File: config.mk
export PLATFORM = sky130hd
export DESIGN_NAME = sci_channel
export DESIGN_NICKNAME = d
export VERILOG_FILES = /design/src/common/sci_pkg.sv /design/src/common/sci_pin_if.sv /design/src/rtl/sci_sync.sv /design/src/rtl/sci_channel.sv
export SDC_FILE = /design/constraint.sdc
export NUM_CORES = 1
export LEC_CHECK = 0
export ABC_AREA = 1
export BUFFER_PORTS_ARGS = -buffer_cell sky130_fd_sc_hd__clkbuf_2
export CAP_MARGIN = 5
export CORE_MARGIN = 2
export CORE_UTILIZATION = 62
export CTS_BUF_LIST = sky130_fd_sc_hd__clkbuf_8
export DETAILED_ROUTE_END_ITERATION = 12
export PLACE_DENSITY_LB_ADDON = 0.2
export RECOVER_POWER = 100
export SLEW_MARGIN = 20
export SYNTH_ARGS = -nofsm -noshare
export SYNTH_HDL_FRONTEND = slang
export SYNTH_SLANG_ARGS = --single-unit
File: constraint.sdc
create_clock -name pclk -period 3.8 [get_ports pclk]
set_input_delay 1.14 -clock pclk [delete_from_list [all_inputs] [get_ports pclk]]
set_output_delay 1.14 -clock pclk [all_outputs]
set_load 0.1 [all_outputs]
File: src/common/sci_pkg.sv
/*
  Register map, field positions, reset values and codes of the serial channel.
  Assumes a 32-bit APB slave with byte addresses on an 8-bit paddr.
*/
package sci_pkg;
  localparam logic [7:0] SCI_OFF_CTRL = 8'h00;
  localparam logic [7:0] SCI_OFF_TXDATA = 8'h04;
  localparam logic [7:0] SCI_OFF_RXDATA = 8'h08;
  localparam logic [7:0] SCI_OFF_STATUS = 8'h0c;
  localparam logic [7:0] SCI_OFF_DIV = 8'h10;
  localparam logic [7:0] SCI_OFF_SOFT_RESET_FIELD = 8'h14;
  // Control fields
  localparam int SCI_C_UART = 0;
  localparam int SCI_C_RXE = 1;
  localparam int SCI_C_TXE = 2;
  localparam int SCI_C_DRIVE = 3;
  localparam int SCI_C_EDGE = 4;
  localparam int SCI_C_DBL = 5;
  localparam int SCI_C_PE = 6;
  localparam int SCI_C_EVEN = 7;
  localparam int SCI_C_FIFO = 8;
  localparam int SCI_C_TFIS = 9;
  localparam int SCI_C_TIL = 10;
  localparam int SCI_CTRL_W = 12;
  localparam logic [11:0] SCI_CTRL_RST = 12'h000;
  // Status fields
  localparam int SCI_S_TX_BUFFER_EMPTY_FLAG = 0;
  localparam int SCI_S_RBFULL = 1;
  localparam int SCI_S_TX_RUNNING_FLAG = 2;
  localparam int SCI_S_OVERRUN_ERROR_FLAG = 3;
  localparam int SCI_S_PARITY_UNDERRUN_ERROR_FLAG = 4;
  localparam int SCI_S_FRAMING_ERROR_FLAG = 5;
  localparam int SCI_S_TLVL = 6;
  localparam logic [15:0] SCI_DIV_RST = 16'h0004;
  localparam logic [1:0] SCI_SOFT_RESET_FIELD_1ST = 2'h2;
  localparam logic [1:0] SCI_SOFT_RESET_FIELD_2ND = 2'h1;
  localparam logic [7:0] SCI_DUMMY = 8'hff;
  localparam logic [2:0] SCI_FIFO_FULL = 3'h4;
  localparam logic [3:0] SCI_LAST_BIT = 4'h7;
  localparam logic [3:0] SCI_T_PAR_IDX = 4'h8;
  localparam logic [3:0] SCI_U_PAR_IDX = 4'h9;
  typedef enum logic [2:0] {
    SCI_IDLE = 3'b001,
    SCI_SHIFT = 3'b010,
    SCI_STOP = 3'b100
  } sci_state_t;
endpackage : sci_pkg

File: src/common/sci_pin_if.sv
/*
  Synchronised pin levels and edges passed from the input stage to the channel.
  Assumes both ends run on pclk.
*/
`timescale 1ns/10ps
interface sci_pin_if;
  logic sclk_rise;
  logic sclk_fall;
  logic rxd_lvl;
  logic rxd_fall;
  modport src(output sclk_rise, output sclk_fall, output rxd_lvl, output rxd_fall);
  modport dst(input sclk_rise, input sclk_fall, input rxd_lvl, input rxd_fall);
endinterface : sci_pin_if

File: src/rtl/sci_sync.sv
/*
  Three-stage synchronisers with agreement filter for the shift clock and receive data pins.
  Assumes pins are asynchronous to pclk and idle high.
*/
`timescale 1ns/10ps
module sci_sync (
  // Clock and reset
  input wire logic pclk,
  input wire logic presetn,
  // Raw pins
  input wire logic sclk_i,
  input wire logic rxd_i,
  // Filtered pin view
  sci_pin_if.src pins
);
  wire [1:0] raw = {rxd_i, sclk_i};
  logic [1:0] lvl_ff;
  logic [1:0] rise_ff;
  logic [1:0] fall_ff;

  genvar i;
  generate
    for (i = 0; i < 2; i++) begin : g_pin
      logic [2:0] s_ff;
      wire agree = (s_ff[1] == s_ff[2]);
      always_ff @(posedge pclk or negedge presetn) begin
        if (!presetn) begin
          s_ff <= 3'h7;
          lvl_ff[i] <= 1'b1;
          rise_ff[i] <= 1'b0;
          fall_ff[i] <= 1'b0;
        end else begin
          s_ff <= {s_ff[1:0], raw[i]};
          if (agree)
            lvl_ff[i] <= s_ff[1];
          rise_ff[i] <= agree & s_ff[1] & ~lvl_ff[i];
          fall_ff[i] <= agree & ~s_ff[1] & lvl_ff[i];
        end
      end
    end
  endgenerate

  assign pins.sclk_rise = rise_ff[0];
  assign pins.sclk_fall = fall_ff[0];
  assign pins.rxd_lvl = lvl_ff[1];
  assign pins.rxd_fall = fall_ff[1];
endmodule : sci_sync

File: src/rtl/sci_channel.sv
/*
  Serial channel: APB registers, transmit FIFO and buffers, 8-bit UART and
  synchronous I/O mode with driven or external shift clock.
  Assumes pclk at 20 MHz and pins asynchronous to it.
*/
// The register offsets and the APB slave port are this design's own decisions.
`timescale 1ns/10ps
module sci_channel (
  // APB slave
  input wire logic pclk,
  input wire logic presetn,
  input wire logic psel,
  input wire logic penable,
  input wire logic pwrite,
  input wire logic [7:0] paddr,
  input wire logic [31:0] pwdata,
  output logic [31:0] prdata,
  output logic pready,
  output logic pslverr,
  // Serial pins
  input wire logic sclk_i,
  output logic sclk_o,
  output logic sclk_oe,
  input wire logic rxd_i,
  output logic txd_o,
  // Channel events
  output logic transmit_interrupt,
  output logic receive_interrupt
);
  import sci_pkg::*;

  sci_pin_if pins();

  sci_sync u_sync (
    .pclk(pclk),
    .presetn(presetn),
    .sclk_i(sclk_i),
    .rxd_i(rxd_i),
    .pins(pins)
  );

  logic pready_ff;
  logic pslverr_ff;
  logic [31:0] prdata_ff;
  logic [11:0] ctrl_ff;
  logic [15:0] div_ff;
  logic [15:0] cnt_ff;
  logic armed_ff;
  sci_state_t st_ff;
  logic [3:0] bitcnt_ff;
  logic [7:0] sh_ff;
  logic txd_ff;
  logic used_ff;
  logic par_ff;
  logic ph_ff;
  logic udr_pend_ff;
  logic sclk_ff;
  logic sclk_oe_ff;
  logic [7:0] tbuf_ff;
  logic tbuf_v_ff;
  logic [7:0] tsh_ff;
  logic tsh_v_ff;
  logic tx_buffer_empty_flag_ff;
  logic [7:0] mem_ff [4];
  logic [1:0] wp_ff;
  logic [1:0] rp_ff;
  logic [2:0] lvl_ff;
  logic [7:0] rsh_ff;
  logic [7:0] rbuf_ff;
  logic rbfull_ff;
  logic [7:0] rhold_ff;
  logic rhold_v_ff;
  logic ur_act_ff;
  logic ur_ph_ff;
  logic [3:0] ur_cnt_ff;
  logic overrun_error_flag_ff;
  logic parity_underrun_error_flag_ff;
  logic framing_error_flag_ff;
  logic tx_irq_ff;
  logic rx_irq_ff;
  logic [31:0] status_w;

  function automatic logic par_of(input logic [7:0] d, input logic even);
    par_of = even ? ^d : ~^d;
  endfunction : par_of

  // Bus decode
  wire setup = psel & ~penable;
  wire done = psel & penable & pready_ff;
  wire wr = done & pwrite;
  wire rd = done & ~pwrite;
  wire hit_ctrl = (paddr == SCI_OFF_CTRL);
  wire hit_tx = (paddr == SCI_OFF_TXDATA);
  wire hit_rx = (paddr == SCI_OFF_RXDATA);
  wire hit_st = (paddr == SCI_OFF_STATUS);
  wire hit_div = (paddr == SCI_OFF_DIV);
  wire hit_sw = (paddr == SCI_OFF_SOFT_RESET_FIELD);
  wire mapped = hit_ctrl | hit_tx | hit_rx | hit_st | hit_div | hit_sw;
  wire srst = wr & hit_sw & armed_ff & (pwdata[1:0] == SCI_SOFT_RESET_FIELD_2ND);
  wire tx_wr = wr & hit_tx;
  wire rx_pop = rd & hit_rx;
  wire st_clr = wr & hit_st;

  // Settings
  wire uart = ctrl_ff[SCI_C_UART];
  wire io = ~uart;
  wire rx_en = ctrl_ff[SCI_C_RXE];
  wire tx_en = ctrl_ff[SCI_C_TXE];
  wire drive = ctrl_ff[SCI_C_DRIVE];
  wire edge_sel = ctrl_ff[SCI_C_EDGE];
  wire dbl = ctrl_ff[SCI_C_DBL];
  wire pe = ctrl_ff[SCI_C_PE];
  wire even = ctrl_ff[SCI_C_EVEN];
  wire fifo_en = ctrl_ff[SCI_C_FIFO];
  wire tfis = ctrl_ff[SCI_C_TFIS];
  wire [1:0] til = ctrl_ff[SCI_C_TIL+:2];

  // Bit-rate tick and shift-clock events
  wire tick = (cnt_ff == 16'h0);
  wire run = (st_ff != SCI_IDLE);
  wire idle_lvl = ~edge_sel;
  wire drv_edge = io & drive & run & tick;
  wire ext_on = io & ~drive & (rx_en | tx_en);
  wire ext_act = edge_sel ? pins.sclk_fall : pins.sclk_rise;
  wire ext_inact = edge_sel ? pins.sclk_rise : pins.sclk_fall;
  wire act = drive ? drv_edge & (sclk_ff != idle_lvl) : ext_on & ext_act;
  wire inact = drive ? drv_edge & (sclk_ff == idle_lvl) : ext_on & ext_inact;
  wire first = (bitcnt_ff == 4'h0);
  wire frame_end = act & (bitcnt_ff == SCI_LAST_BIT);

  // Transmit data paths
  wire tx_have = dbl ? tsh_v_ff : tbuf_v_ff;
  wire [7:0] tx_word = dbl ? tsh_ff : tbuf_ff;
  wire tx_real = tx_en & tx_have;
  wire [7:0] load_byte = tx_real ? tx_word : SCI_DUMMY;
  wire rx_dbl = dbl | ~drive;
  wire rx_room = rx_dbl ? ~rhold_v_ff : ~rbfull_ff;
  // Driven clock starts only when every enabled direction can proceed
  wire drv_go = io & drive & ~run & (tx_en | rx_en) & (~tx_en | tx_have) & (~rx_en | rx_room);
  wire io_load = inact & first;
  wire u_go = uart & ~run & tx_en & tx_have;
  wire utick = tick & ph_ff;
  wire [3:0] t_stop = SCI_T_PAR_IDX + {3'h0, pe};
  wire u_pre_stop = uart & (st_ff == SCI_SHIFT) & utick & (bitcnt_ff == t_stop);
  wire u_end = uart & (st_ff == SCI_STOP) & utick;
  wire single_take = ~dbl & ((io_load & tx_real) | u_go);
  wire dbl_move = dbl & tbuf_v_ff & ~tsh_v_ff;
  wire tsh_done = dbl & used_ff & ((io & frame_end) | u_end);
  wire udr = io_load & tx_en & ~tx_have & ~drive;

  // FIFO
  wire f_push = tx_wr & fifo_en & (lvl_ff != SCI_FIFO_FULL);
  wire f_pop = fifo_en & (lvl_ff != 3'h0) & ~tbuf_v_ff;
  wire [2:0] lvl_next = lvl_ff + {2'h0, f_push} - {2'h0, f_pop};
  wire [2:0] til_w = {1'b0, til};
  wire fifo_irq = fifo_en & ((f_pop & ~tfis & (lvl_next == til_w))
                  | (tfis & (f_pop | f_push) & (lvl_next <= til_w)));
  wire buf_irq = ~fifo_en & ((dbl & dbl_move)
                 | (~dbl & ((io & frame_end & used_ff) | u_pre_stop)));

  // Receive paths
  wire [7:0] rx_next = {pins.rxd_lvl, rsh_ff[7:1]};
  wire rb_busy = rbfull_ff & ~(rx_pop & ~rhold_v_ff);
  wire io_rx_end = io & frame_end & rx_en;
  wire ur_smp = ur_act_ff & tick & ur_ph_ff;
  wire [3:0] u_stop = SCI_U_PAR_IDX + {3'h0, pe};
  wire ur_data = ur_smp & (ur_cnt_ff != 4'h0) & (ur_cnt_ff < SCI_U_PAR_IDX);
  wire ur_end = ur_smp & (ur_cnt_ff == u_stop);
  wire ur_parity_underrun_error_flag = ur_smp & pe & (ur_cnt_ff == SCI_U_PAR_IDX)
                 & (pins.rxd_lvl != par_of(rsh_ff, even));
  wire ovr = (io_rx_end & ~drive & rb_busy & rhold_v_ff) | (ur_end & rb_busy);
  wire udr_set = act & first & udr_pend_ff;
  wire rx_irq = ((io_rx_end | ur_end) & ~rb_busy) | (rx_pop & rhold_v_ff);

  always_comb begin
    status_w = 32'h0;
    status_w[SCI_S_TX_BUFFER_EMPTY_FLAG] = tx_buffer_empty_flag_ff;
    status_w[SCI_S_RBFULL] = rbfull_ff;
    status_w[SCI_S_TX_RUNNING_FLAG] = run;
    status_w[SCI_S_OVERRUN_ERROR_FLAG] = overrun_error_flag_ff;
    status_w[SCI_S_PARITY_UNDERRUN_ERROR_FLAG] = parity_underrun_error_flag_ff;
    status_w[SCI_S_FRAMING_ERROR_FLAG] = framing_error_flag_ff;
    status_w[SCI_S_TLVL+:3] = lvl_ff;
  end

  wire [31:0] rd_mux = hit_ctrl ? {20'h0, ctrl_ff} :
                       hit_rx ? {24'h0, rbuf_ff} :
                       hit_st ? status_w :
                       hit_div ? {16'h0, div_ff} : 32'h0;

  // No wait state: ready in the first access cycle, read data from a flip-flop loaded in setup
  always_ff @(posedge pclk or negedge presetn) begin
    if (!presetn) begin
      pready_ff <= 1'b0;
      pslverr_ff <= 1'b0;
      prdata_ff <= 32'h0;
    end else begin
      pready_ff <= setup;
      pslverr_ff <= setup & ~mapped;
      if (setup)
        prdata_ff <= rd_mux;
    end
  end

  always_ff @(posedge pclk or negedge presetn) begin
    if (!presetn) begin
      ctrl_ff <= SCI_CTRL_RST;
    end else if (wr & hit_ctrl) begin
      ctrl_ff <= pwdata[SCI_CTRL_W-1:0];
    end else if (srst) begin
      ctrl_ff[SCI_C_RXE] <= 1'b0;
      ctrl_ff[SCI_C_TXE] <= 1'b0;
    end
  end

  always_ff @(posedge pclk or negedge presetn) begin
    if (!presetn) begin
      div_ff <= SCI_DIV_RST;
      armed_ff <= 1'b0;
    end else begin
      if (wr & hit_div)
        div_ff <= pwdata[15:0];
      if (wr & hit_sw)
        armed_ff <= (pwdata[1:0] == SCI_SOFT_RESET_FIELD_1ST);
    end
  end

  // Half-bit tick divider
  always_ff @(posedge pclk or negedge presetn) begin
    if (!presetn)
      cnt_ff <= 16'h0;
    else if (tick)
      cnt_ff <= div_ff;
    else
      cnt_ff <= cnt_ff - 16'h1;
  end

  // Transmit engine shared by both modes
  always_ff @(posedge pclk or negedge presetn) begin
    if (!presetn) begin
      st_ff <= SCI_IDLE;
      bitcnt_ff <= 4'h0;
      sh_ff <= 8'h0;
      txd_ff <= 1'b1;
      used_ff <= 1'b0;
      par_ff <= 1'b0;
      udr_pend_ff <= 1'b0;
    end else if (srst) begin
      st_ff <= SCI_IDLE;
      bitcnt_ff <= 4'h0;
      txd_ff <= 1'b1;
      used_ff <= 1'b0;
      udr_pend_ff <= 1'b0;
    end else if (io) begin
      if (drv_go)
        st_ff <= SCI_SHIFT;
      if (io_load) begin
        st_ff <= SCI_SHIFT;
        txd_ff <= load_byte[0];
        sh_ff <= {1'b1, load_byte[7:1]};
        used_ff <= tx_real;
        udr_pend_ff <= udr;
      end else if (inact) begin
        txd_ff <= sh_ff[0];
        sh_ff <= {1'b1, sh_ff[7:1]};
      end
      if (act)
        bitcnt_ff <= bitcnt_ff + 4'h1;
      if (act & first)
        udr_pend_ff <= 1'b0;
      if (frame_end) begin
        st_ff <= SCI_IDLE;
        bitcnt_ff <= 4'h0;
        used_ff <= 1'b0;
      end
    end else begin
      case (st_ff)
        SCI_IDLE: begin
          if (u_go) begin
            st_ff <= SCI_SHIFT;
            txd_ff <= 1'b0;
            sh_ff <= tx_word;
            par_ff <= par_of(tx_word, even);
            bitcnt_ff <= 4'h0;
            used_ff <= 1'b1;
          end
        end
        SCI_SHIFT: begin
          if (utick) begin
            bitcnt_ff <= bitcnt_ff + 4'h1;
            if (bitcnt_ff < SCI_T_PAR_IDX) begin
              txd_ff <= sh_ff[0];
              sh_ff <= {1'b1, sh_ff[7:1]};
            end else if (bitcnt_ff != t_stop) begin
              txd_ff <= par_ff;
            end else begin
              txd_ff <= 1'b1;
              st_ff <= SCI_STOP;
            end
          end
        end
        SCI_STOP: begin
          if (utick) begin
            st_ff <= SCI_IDLE;
            used_ff <= 1'b0;
          end
        end
        default: st_ff <= SCI_IDLE;
      endcase
    end
  end

  // Bit phase: UART bits last two half-bit ticks
  always_ff @(posedge pclk or negedge presetn) begin
    if (!presetn)
      ph_ff <= 1'b0;
    else if (~run | io)
      ph_ff <= 1'b0;
    else if (tick)
      ph_ff <= ~ph_ff;
  end

  // Shift clock rests at its idle level between frames
  always_ff @(posedge pclk or negedge presetn) begin
    if (!presetn) begin
      sclk_ff <= 1'b1;
      sclk_oe_ff <= 1'b0;
    end else begin
      sclk_oe_ff <= io & drive;
      if (srst | ~run)
        sclk_ff <= idle_lvl;
      else if (drv_edge)
        sclk_ff <= ~sclk_ff;
    end
  end

  // Transmit buffer, shift staging and empty flag
  always_ff @(posedge pclk or negedge presetn) begin
    if (!presetn) begin
      tbuf_ff <= 8'h0;
      tbuf_v_ff <= 1'b0;
      tsh_ff <= 8'h0;
      tsh_v_ff <= 1'b0;
      tx_buffer_empty_flag_ff <= 1'b0;
    end else if (srst) begin
      tbuf_v_ff <= 1'b0;
      tsh_v_ff <= 1'b0;
      tx_buffer_empty_flag_ff <= 1'b0;
    end else begin
      if (single_take | dbl_move)
        tbuf_v_ff <= 1'b0;
      if (tx_wr & ~fifo_en) begin
        tbuf_ff <= pwdata[7:0];
        tbuf_v_ff <= 1'b1;
      end else if (f_pop) begin
        tbuf_ff <= mem_ff[rp_ff];
        tbuf_v_ff <= 1'b1;
      end
      if (dbl_move) begin
        tsh_ff <= tbuf_ff;
        tsh_v_ff <= 1'b1;
      end else if (tsh_done) begin
        tsh_v_ff <= 1'b0;
      end
      if (dbl_move)
        tx_buffer_empty_flag_ff <= 1'b1;
      else if (tx_wr)
        tx_buffer_empty_flag_ff <= 1'b0;
    end
  end

  // Transmit FIFO storage and pointers
  always_ff @(posedge pclk) begin
    if (f_push)
      mem_ff[wp_ff] <= pwdata[7:0];
  end

  always_ff @(posedge pclk or negedge presetn) begin
    if (!presetn) begin
      wp_ff <= 2'h0;
      rp_ff <= 2'h0;
      lvl_ff <= 3'h0;
    end else if (srst) begin
      wp_ff <= 2'h0;
      rp_ff <= 2'h0;
      lvl_ff <= 3'h0;
    end else begin
      if (f_push)
        wp_ff <= wp_ff + 2'h1;
      if (f_pop)
        rp_ff <= rp_ff + 2'h1;
      lvl_ff <= lvl_next;
    end
  end

  // Receive shift register, shared by both modes
  always_ff @(posedge pclk or negedge presetn) begin
    if (!presetn)
      rsh_ff <= 8'h0;
    else if ((io & act) | ur_data)
      rsh_ff <= rx_next;
  end

  // UART receiver: samples at mid-bit after start edge
  always_ff @(posedge pclk or negedge presetn) begin
    if (!presetn) begin
      ur_act_ff <= 1'b0;
      ur_ph_ff <= 1'b0;
      ur_cnt_ff <= 4'h0;
    end else if (srst) begin
      ur_act_ff <= 1'b0;
    end else if (uart & rx_en & ~ur_act_ff & pins.rxd_fall) begin
      ur_act_ff <= 1'b1;
      ur_ph_ff <= 1'b1;
      ur_cnt_ff <= 4'h0;
    end else if (ur_act_ff & tick) begin
      ur_ph_ff <= ~ur_ph_ff;
      if (ur_ph_ff) begin
        ur_cnt_ff <= ur_cnt_ff + 4'h1;
        // A start bit that is high again was a glitch
        if (((ur_cnt_ff == 4'h0) & pins.rxd_lvl) | (ur_cnt_ff == u_stop))
          ur_act_ff <= 1'b0;
      end
    end
  end

  // Receive buffer with hold stage
  always_ff @(posedge pclk or negedge presetn) begin
    if (!presetn) begin
      rbuf_ff <= 8'h0;
      rbfull_ff <= 1'b0;
      rhold_ff <= 8'h0;
      rhold_v_ff <= 1'b0;
    end else if (srst) begin
      rbfull_ff <= 1'b0;
      rhold_v_ff <= 1'b0;
    end else begin
      if (rx_pop) begin
        if (rhold_v_ff) begin
          rbuf_ff <= rhold_ff;
          rhold_v_ff <= 1'b0;
        end else begin
          rbfull_ff <= 1'b0;
        end
      end
      if ((io_rx_end | ur_end) & ~rb_busy) begin
        rbuf_ff <= ur_end ? rsh_ff : rx_next;
        rbfull_ff <= 1'b1;
      end else if (io_rx_end & rx_dbl & ~rhold_v_ff) begin
        rhold_ff <= rx_next;
        rhold_v_ff <= 1'b1;
      end
    end
  end

  // Error flags: hardware set wins over write-one clear
  always_ff @(posedge pclk or negedge presetn) begin
    if (!presetn) begin
      overrun_error_flag_ff <= 1'b0;
      parity_underrun_error_flag_ff <= 1'b0;
      framing_error_flag_ff <= 1'b0;
    end else if (srst) begin
      overrun_error_flag_ff <= 1'b0;
      parity_underrun_error_flag_ff <= 1'b0;
      framing_error_flag_ff <= 1'b0;
    end else begin
      if (ovr)
        overrun_error_flag_ff <= 1'b1;
      else if (st_clr & pwdata[SCI_S_OVERRUN_ERROR_FLAG])
        overrun_error_flag_ff <= 1'b0;
      if (ur_parity_underrun_error_flag | udr_set)
        parity_underrun_error_flag_ff <= 1'b1;
      else if (st_clr & pwdata[SCI_S_PARITY_UNDERRUN_ERROR_FLAG])
        parity_underrun_error_flag_ff <= 1'b0;
      if (ur_end & ~pins.rxd_lvl)
        framing_error_flag_ff <= 1'b1;
      else if (st_clr & pwdata[SCI_S_FRAMING_ERROR_FLAG])
        framing_error_flag_ff <= 1'b0;
    end
  end

  always_ff @(posedge pclk or negedge presetn) begin
    if (!presetn) begin
      tx_irq_ff <= 1'b0;
      rx_irq_ff <= 1'b0;
    end else begin
      tx_irq_ff <= ~srst & (fifo_irq | buf_irq);
      rx_irq_ff <= ~srst & rx_irq;
    end
  end

  assign prdata = prdata_ff;
  assign pready = pready_ff;
  assign pslverr = pslverr_ff;
  assign sclk_o = sclk_ff;
  assign sclk_oe = sclk_oe_ff;
  assign txd_o = txd_ff;
  assign transmit_interrupt = tx_irq_ff;
  assign receive_interrupt = rx_irq_ff;
endmodule : sci_channel

**Word level (Yosys, flattened, before mapping)**

Memories as Yosys holds them, arrays and structs flattened.
Index checks and enable logic that the tools add are counted.

- Bits in registers: 175
- RAM bits: 32
- Input bits: 47
- Logic and storage cells: 417
- Memories: 1

Memory list:

| memory | depth | bits a word | read ports | clocked after memory_dff | write ports | line | text |
|---|---|---|---|---|---|---|---|
| mem_ff | 4 | 8 | 1 | 0 | 1 | sci_channel.sv:64 | `logic [7:0] mem_ff [4];` |

- Add/subtract/negate cells: 9
- Order comparisons: 3
- Equal/unequal tests: 36
- Muxes and demuxes: 116
- Bitwise gates (word level): 155
- Reductions and logical operators: 51

Operators by type and width:

| cell | count |
|---|---|
| $mux 8 | 14 |
| $and 1x1->1 | 101 |
| $mux 16 | 5 |
| $mux 1 | 66 |
| $mux 4 | 9 |
| $reduce_bool 3->1 | 12 |
| $mux 3 | 11 |
| $not 1->1 | 29 |
| $or 1x1->1 | 25 |
| $ne 4x4->1 const B | 5 |
| $reduce_bool 2->1 | 10 |
| $reduce_bool 4->1 | 5 |
| $eq 8x4->1 const B | 2 |
| $eq 8x5->1 const B | 2 |
| $logic_not 16->1 | 1 |
| $pmux 8 s2 | 1 |
| $reduce_and 4->1 | 4 |
| $reduce_xnor 8->1 | 2 |
| $reduce_xor 8->1 | 2 |
| $sub 16x1->16 const B | 1 |
| $mux 2 | 6 |
| $reduce_and 3->1 | 4 |
| $reduce_and 6->1 | 2 |
| $reduce_and 2->1 | 5 |
| other kinds (31) | 46 |

**Depth between registers and ports, before layout**

Gate-level depths: netlist (run 1).

- Word-level depth: 15
- Depth in mapped cells: 21
- Gate-level depth less buffers: 21

**By module**

A second synthesis (run 1) with hierarchy kept.

- Cells, all modules: 1203
- Area total of the unflattened synthesis: 10049.6 um2

Modules (own cells, without submodules):

| module | instances | cells each | area each (um2) | seq. area each (um2) |
|---|---|---|---|---|
| sci_channel | 1 | 1171 | 9659.3 | 4669.5 |
| sci_sync | 1 | 32 | 390.4 | 285.3 |

**Worst setup path before layout (run 1)**

OpenSTA, ideal clock, no wires.

- Kind: input to register
- From: in paddr[6]
- To: reg tx_irq_ff (netlist: transmit_interrupt)
- Arrival: 3.603 ns
- Data required time: 3.723 ns
- Slack: 0.120 ns
- Stages: 21
- Path through: inv_1 -> nand2_1 -> nor2_2 -> nand2_2 -> inv_1 -> nand3b_1 -> clkinv_1 -> nand2_1 -> ha_1 -> ha_1 -> inv_1 -> fa_1 -> inv_1 -> ha_1 -> inv_1 -> o21ai_0 -> o21ai_0 -> o211ai_1 -> nand2_1 -> nand2_1 -> a21oi_1

- Cells in the longest elaborated chain, start to end: 12
- Elaborated cells on any way between the ends: 21
- Classes of those cells: add/sub: 2; order compare: 1; eq/ne: 3; bitwise: 15

RTL lines:

| element | line | text |
|---|---|---|
| start, declared | sci_channel.sv:15 | `input wire logic [7:0] paddr,` |
| $eq 8x3->1 | sci_channel.sv:93 | `wire hit_tx = (paddr == SCI_OFF_TXDATA);` |
| $and 1x1->1 | sci_channel.sv:100 | `wire tx_wr = wr & hit_tx;` |
| $and 1x1->1 (2 in series) | sci_channel.sv:152 | `wire f_push = tx_wr & fifo_en & (lvl_ff != SCI_FIFO_FULL);` |
| $add 3x1->3 | sci_channel.sv:154 | `wire [2:0] lvl_next = lvl_ff + {2'h0, f_push} - {2'h0, f_pop};` |
| $sub 3x1->3 | sci_channel.sv:154 |  |
| $le 3x2->1 / $eq 3x2->1 (equally long branches) | sci_channel.sv:157, sci_channel.sv:156 |  |
| $and 1x1->1 (on tied branches) | sci_channel.sv:157, sci_channel.sv:156 |  |
| $or 1x1->1 | sci_channel.sv:157 | `\| (tfis & (f_pop \| f_push) & (lvl_next <= til_w)));` |
| $and 1x1->1 | sci_channel.sv:156 | `wire fifo_irq = fifo_en & ((f_pop & ~tfis & (lvl_next == til_w))` |
| $or 1x1->1 | sci_channel.sv:487 | `tx_irq_ff <= ~srst & (fifo_irq \| buf_irq);` |
| $and 1x1->1 * | sci_channel.sv:487 |  |
| end signal, assigned | sci_channel.sv:487 |  |
| end, declared | sci_channel.sv:79 | `logic tx_irq_ff;` |

Every way passes the cells marked *; elsewhere a longest branch is shown, timed or not.
A chain may end at the register's enable or synchronous reset.

**Worst setup path after layout (run 1)**

- From: in paddr[6]
- To: reg rbuf_ff[2]

- Cells in the longest elaborated chain, start to end: 9
- Elaborated cells on any way between the ends: 16
- Classes of those cells: eq/ne: 2; mux: 1; bitwise: 10; reduce/logical: 3

RTL lines:

| element | line | text |
|---|---|---|
| $eq 8x4->1 | sci_channel.sv:94 | `wire hit_rx = (paddr == SCI_OFF_RXDATA);` |
| $and 1x1->1 | sci_channel.sv:101 | `wire rx_pop = rd & hit_rx;` |
| $and 1x1->1 | sci_channel.sv:163 | `wire rb_busy = rbfull_ff & ~(rx_pop & ~rhold_v_ff);` |
| $not 1->1 | sci_channel.sv:163 |  |
| $and 1x1->1 | sci_channel.sv:163 |  |
| $not 1->1 | sci_channel.sv:446 | `if ((io_rx_end \| ur_end) & ~rb_busy) begin` |
| $and 1x1->1 | sci_channel.sv:446 |  |
| $reduce_bool 2->1 (no line) | n/a |  |
| $reduce_and 3->1 (no line) | n/a |  |
| end signal, assigned | sci_channel.sv:440 | `rbuf_ff <= rhold_ff;` |
| end signal, assigned | sci_channel.sv:447 | `rbuf_ff <= ur_end ? rsh_ff : rx_next;` |
| end, declared | sci_channel.sv:69 | `logic [7:0] rbuf_ff;` |

Parallel ways exist; a longest one is shown, timed or not.

==> impl_results.md, run 1 <==
* Asr flop ratio synth at 0.8325
* EDFF count, synth at 32
* Final Wtd Congestion at 0.9014
* Vias at 8071
* Setup crit start kind: primary input
* Die H at 130.1 µm
* Port bufs at 53
* Placement Rows at 46
* Post_cts resized at 0
* Arr. time, crit path at 3850 ps
* Yosys Warn Count at 0
* Worst path max stage delay at 950 ps
* Initial drt markers at 723
* Worst Hold Endpoint: u_sync.g_pin[1].s_ff[1]$_DFF_PN1_
* Clock Latency Late Sink at 490 ps
* Number of global-route vias before repair at 7502
* Leak Pwr at 0.005051 µW
* Maximum Capacitance Violations at 1
* Layout cells sized above 1 at 0.07431
* Power Total at 3711 µW
* R2R Path Start: cnt_ff[4]$_DFF_PN0_
* Num CTS Buffers at 17
* CTS Hold Buffers Added at 0
* Fillers at 1369
* Worst-path cell chain: clkbuf_2 -> inv_1 -> nand2_1 -> nor2_1 -> nand2_2 -> clkbuf_1 -> nor3_1 -> nand2_4 -> o21ai_4 -> nand2_4 -> a21oi_1 -> nand2_1 -> nand2_1
* CP Class: primary input to flip-flop
* CTS tree: yes
* #FFs+latches synth at 191
* Fin nets at 1319
* Hold path startpoint: u_sync.g_pin[1].s_ff[0]$_DFF_PN1_
* Initial antenna violation count at 0
* Synth Flop Type: dfrtp_1
* Commonest cells after routing, fill and taps aside: nand2_1 (313), dfrtp_1 (147), inv_1 (136), o21ai_0 (136), nor2_1 (110)
* Layout overhead on the synthesized area at 6.724%
* Crit path top cell by count: nand2_1
* Reg2reg path depth at 13
* DRC violations left at 0
* Reg2reg end: sh_ff[5]$_DFFE_PN0P_
* Worst hold path class: flip-flop to flip-flop
* H-tree depth at 4
* Post-CTS setup buffers at 0
* Period Utilization, post-route at 0.9024
* Worst Path Max Fanout at 11
* Global-route usage over all layers at 0.2888
* VDD IR max at 0.0003568 V
* Setup slack at placement at -16.19 ps
* # setup viols final at 0
* Final max-slew violation count at 59
* Vias/cell at 5.450
* CP max-delay cell: nor3_1
* First-pass GRT wire length at 37410 µm
* WP data required at 4220 ps
* Initial DRT Pass Iterations at 5
* Min cycle time layout at 3429 ps
* Sequential cell area fraction in the yosys report at 0.5024
* Clock skew at 13.90 ps
* WL final at 22960 µm
* Avg WL per Cell at 15.51 µm
* Syn Std Cell Area at 9862 µm²
* I/O pins at 86
* Outcome: complete, but fails checks
* Worst-Margin Slew at 1509 ps
* Setup TNS Final at 0 ps
* Synth unique cells at 52
* DP Wirelength at 16570 µm
* Clock Tree Root: clkbuf_8
* Fmax at 291.6 MHz
* Power density cells at 352.6 nW/µm²
* Final worst setup slack at 371.0 ps
* R2R setup slack at 520 ps
* Remaining Overflow, GRT at 0
* Antenna cell count at 0
* Syn Area/Cell at 8.211 µm²
* Syn Inst Count at 1201
* Utilization after layout at 0.6699
* Die area at 16930 µm²
* Final Hold Vio Count at 0
* Worst-path clk slew at 90 ps
* Hold path cells at 0
* Core footprint at 15710 µm²
* Kind of end point of the critical path: flip-flop
* Post-route ant nets at 0
* Unrepaired setup endpoints after global routing: no
* Clock Sinks at 191
* Relative slew slack at -0.006301
* Clk buf depth at 2
* Starting Density at 0.6276
* Pin count of the biggest net entering global routing at 67
* Violated checks: capacitance limit, slew limit
* Die width at 130.1 µm
* Most common cell after layout, fill and taps aside: nand2_1
[cells by family (layout without fill, tap and decap cells)]
kind of cell             after synthesis  count (layout)  synth area share
buffers and inverters                193             242           0.08323
AND/OR/NAND/NOR                      535             535            0.2338
other                                  1              16         0.0003802
flip-flops                           191             191            0.5024
adder cells (fa/ha/maj)               20              20           0.02614
AO/OA/AOI/OAI                        236             236            0.1318
XOR/XNOR                              25              25           0.02220
[cell type report]
cell class | instances | area [µm²] | area share
timing repair buffer | 69 | 316.6 | 0.03008
clock inverter | 15 | 126.4 | 0.01201
inverter | 141 | 529.3 | 0.05029
sequential | 191 | 4955 | 0.4708
tap | 216 | 270.3 | 0.02568
clock buffer | 17 | 234.0 | 0.02223
multi-input combinational | 832 | 4094 | 0.3890
[per-layer routing]
metal / share of wire / up-vias / track usage
li1: - / 3964 / -
met1: 0.46 / 3833 / 0.4117
met2: 0.46 / 248 / 0.4546
met3: 0.062 / 26 / 0.05617
met4: 0.016 / 0 / 0.08539
met5: 0 / - / 0
[report_power, final]
group          switching (µW)  leakage [µW]  internal (µW)
Sequential               28.7       0.00223           2120
Clock                     789      0.000174            471
Combinational             251       0.00264           55.4
[worst max-delay path: cells and delay by family]
kind	cells	cell delay, ps
and+or+nand+nor	8	1630
AOI/OAI and AO/OA	2	820
buffers and inverters	3	250
[Yosys cell counts, types with 2 or more instances]
cell type,count,area (µm²)
nand2_1,311,1167
dfrtp_1,147,3679
inv_1,135,506.7
o21ai_0,124,620.6
nor2_1,107,401.6
nand3_1,59,295.3
a21oi_1,53,265.3
edfxtp_1,32,960.9
clkbuf_1,20,75.07
buf_4,19,142.6
ha_1,19,237.7
nand4_1,16,100.1
o22ai_1,15,93.84
o21ai_1,13,65.06
xnor2_1,13,113.9
dfstp_2,12,315.3
xor2_1,12,105.1
nor3_1,10,50.05
buf_2,8,40.04
a21boi_1,7,52.55
inv_2,5,18.77
nand2_2,5,31.28
nor2_2,5,31.28
o211ai_1,5,37.54
a31oi_1,4,25.02
nand3b_1,4,30.03
nor2_4,4,45.04
o31ai_1,4,30.03
buf_1,3,11.26
nor4_1,3,18.77
or2_2,3,18.77
buf_6,2,22.52
nand2_4,2,22.52
nand3_2,2,20.02
[state kept, by name (all words and copies together) (netlist names), 2 cells and up]
signal	flops
div_ff	16
lvl_ff	3
rsh_ff	8
mem_ff	32
bitcnt_ff	4
tsh_ff	8
ctrl_ff	12
u_sync.g_pin.s_ff	6
rhold_ff	8
cnt_ff	16
rbuf_ff	8
prdata	16
ur_cnt_ff	4
wp_ff	2
tbuf_ff	8
rp_ff	2
sh_ff	8
st_ff	3
[per-stage QoR]
| step | hold slack [ps] | std cells | cell area, µm² |
|---|---|---|---|
| 2_1_floorplan | 345.2 | 1216 | 9918 |
| 3_3_place_gp | 346.8 | 1449 | 10300 |
| 3_5_place_dp | 350.7 | 1449 | 10300 |
| 4_1_cts | 364.9 | 1481 | 10660 |
| 5_1_grt | 370.3 | 1481 | 10530 |
| 6_report | 364.4 | 1481 | 10530 |
[how the worst max path moves through the flow]
stage | from | to | depth (start not counted) | slack [ps]
2_1_floorplan | paddr[6] | transmit_interrupt$_DFF_PN0_ | 21 | 120
3_3_place_gp | paddr[6] | transmit_interrupt$_DFF_PN0_ | 22 | 80
3_5_place_dp | paddr[6] | transmit_interrupt$_DFF_PN0_ | 22 | -20
4_1_cts | paddr[6] | transmit_interrupt$_DFF_PN0_ | 22 | 500
5_1_grt | paddr[6] | transmit_interrupt$_DFF_PN0_ | 21 | 110
6_report | paddr[6] | rbuf_ff[2]$_DFFE_PN0P_ | 13 | 370
Power figures use the tool's default switching activity.
==> inputs of run 2 (changes only) <==
CAP_MARGIN = unset   (was 5)
CORE_UTILIZATION = 60   (was 62)
CTS_BUF_LIST = unset   (was sky130_fd_sc_hd__clkbuf_8)
PLACE_DENSITY = 0.8   (was unset)
PLACE_DENSITY_LB_ADDON = unset   (was 0.2)
==> impl_results.md, run 2 (synthesized netlist as in run 1, its figures left out) <==
* Outcome: complete, but fails checks
* Violated checks: capacitance limit, slew limit
* Relative slew slack at -0.01854 (-0.01224)
* Clock Latency Late Sink at 440 ps (-50 ps)
* Vias/cell at 5.588 (+2.5%)
* Core footprint at 16000 µm² (+1.8%)
* Fillers at 1327 (-3.1%)
* First-pass GRT wire length at 38610 µm (+3.2%)
* Worst-Margin Slew at 1528 ps (+18.36 ps)
* Worst Path Max Fanout at 14 (+3)
* Starting Density at 0.6164 (-0.01129)
* WP data required at 4130 ps (-90 ps)
* Power density cells at 398.1 nW/µm² (+13%)
* Antenna cell count at 0 (unchanged)
* Utilization after layout at 0.6734 (+0.003514)
* Layout cells sized above 1 at 0.07160 (-0.002711)
* DP Wirelength at 16930 µm (+2.2%)
* Final Wtd Congestion at 0.9057 (+0.48%)
* Num CTS Buffers at 17 (unchanged)
* DRC violations left at 0 (unchanged)
* Final max-slew violation count at 61 (+3.4%)
* Kind of end point of the critical path: flip-flop
* H-tree depth at 4 (unchanged)
* Placed cells at 1455 (+0.41%)
* Remaining Overflow, GRT at 0 (unchanged)
* Worst-path clk slew at 70 ps (-20 ps)
* Number of global-route vias before repair at 7557 (+0.73%)
* Maximum Capacitance Violations at 1 (unchanged)
* I/O pins at 86 (unchanged)
* Post-route ant nets at 0 (unchanged)
* Post_cts resized at 0 (unchanged)
* Initial drt markers at 872 (+21%)
* Pin count of the biggest net entering global routing at 61 (-9.0%)
* Avg WL per Cell at 16.01 µm (+3.2%)
* Global-route usage over all layers at 0.2790 (-0.009773)
* Layout overhead on the synthesized area at 9.249%
* Setup TNS Final at 0 ps (unchanged)
* WL final at 23800 µm (+3.6%)
* Die width at 132.2 µm (+1.6%)
* Commonest cells after routing, fill and taps aside: nand2_1 (315), dfrtp_1 (147), inv_1 (137)
* Die H at 132.2 µm (+1.6%)
* Arr. time, crit path at 3790 ps (-60 ps)
* Final Non-Filler Cells at 1487 (+0.41%)
* Die area at 17480 µm² (+3.2%)
* Top reg by flops: mem_ff
* CP Class: primary input to flip-flop
* VDD IR max at 0.0004063 V (+14%)
* Placement Rows at 46 (unchanged)
* Final Hold Vio Count at 0 (unchanged)
* Fin nets at 1325 (+0.45%)
* Initial antenna violation count at 0 (unchanged)
* Clock Tree Root: clkbuf_16
* Setup crit start kind: primary input
* Largest register FFs at 32 (unchanged)
* Clk buf depth at 2 (unchanged)
* Vias at 8310 (+3.0%)
* Leak Pwr at 0.005172 µW (+2.4%)
* Clock skew at 8.355 ps (-5.544 ps)
* # setup viols final at 0 (unchanged)
* Initial DRT Pass Iterations at 6 (+1)
* Post-CTS setup buffers at 0 (unchanged)
* Clock Sinks at 191 (unchanged)
* Worst hold path class: flip-flop to flip-flop
* Fmax at 289.2 MHz (-0.83%)
* CTS Hold Buffers Added at 0 (unchanged)
* Port bufs at 53 (unchanged)
* CTS tree: yes
* Min cycle time layout at 3458 ps (+28.77 ps)
* Period Utilization, post-route at 0.9099 (+0.007571)
* Most common cell after layout, fill and taps aside: nand2_1
* Unrepaired setup endpoints after global routing: no
==> run 2: worst paths after layout <==
check	start	end	slack [ps]	cells past startpoint
max	paddr[6]	ur_cnt_ff[2]$_DFFE_PN0P_	340	16
min	u_sync.g_pin[1].s_ff[0]$_DFF_PN1_	u_sync.g_pin[1].s_ff[1]$_DFF_PN1_	360	0
max reg2reg	cnt_ff[0]$_DFF_PN0_	sh_ff[6]$_DFFE_PN0P_	440	13
min reg2reg	u_sync.g_pin[1].s_ff[0]$_DFF_PN1_	u_sync.g_pin[1].s_ff[1]$_DFF_PN1_	360	0
max in group asynchronous	presetn	ur_cnt_ff[2]$_DFFE_PN0P_	690	2
min in group asynchronous	presetn	cnt_ff[10]$_DFF_PN0_	1070	1
==> run 2: power by group <==
group / leakage, µW / internal [µW] / total [µW] / switching, µW
Clock: 0.000285 / 992 / 1840 / 845
Sequential: 0.00223 / 2120 / 2150 / 29.2
Combinational: 0.00265 / 54.3 / 306 / 252
==> run 2: per-layer routing <==
layer  part of all wire  track usage  wire length [µm]  vias up
met5                  0            0                 0        -
met4              0.031      0.09200               741        0
met3              0.078      0.05383              1860       69
met2               0.46       0.4334             10930      350
met1               0.43       0.3988             10270     3903
li1                   -            -                 -     3988
==> run 2: layout make-up <==
class                      count  area, µm²  share of cell area
tap                          216      270.3             0.02508
clock inverter                15      172.7             0.01603
sequential                   191       4955              0.4599
inverter                     141      529.3             0.04912
multi-input combinational    832       4090              0.3796
clock buffer                  17      425.4             0.03948
timing repair buffer          75      331.6             0.03077
==> run 2: stage by stage <==
| step | power, µW | setup WS [ps] | hold WS [ps] | area (µm²) |
|---|---|---|---|---|
| 2_1_floorplan | 2407 | 119.6 | 345.2 | 9918 |
| 3_3_place_gp | 2494 | 105.7 | 346.2 | 10350 |
| 3_5_place_dp | 2501 | 31.05 | 349.5 | 10350 |
| 4_1_cts | 4310 | 476.7 | 359.7 | 10950 |
| 5_1_grt | 4419 | 114.6 | 360.8 | 10770 |
| 6_report | 4290 | 342.2 | 358.1 | 10770 |
==> run 2: worst max-delay path: stages <==
cell and delay (ps):
clkbuf_2 80, inv_1 40, nand2_1 40, nor2_1 140, nand2_1 100, nor2_1 170, nand2_1 120, nor2_1 550
inv_1 440, clkbuf_1 420, nand3_1 220, nor2_1 100, nand2_1 80, nand2_1 50, nand2_1 60, nor2_1 40
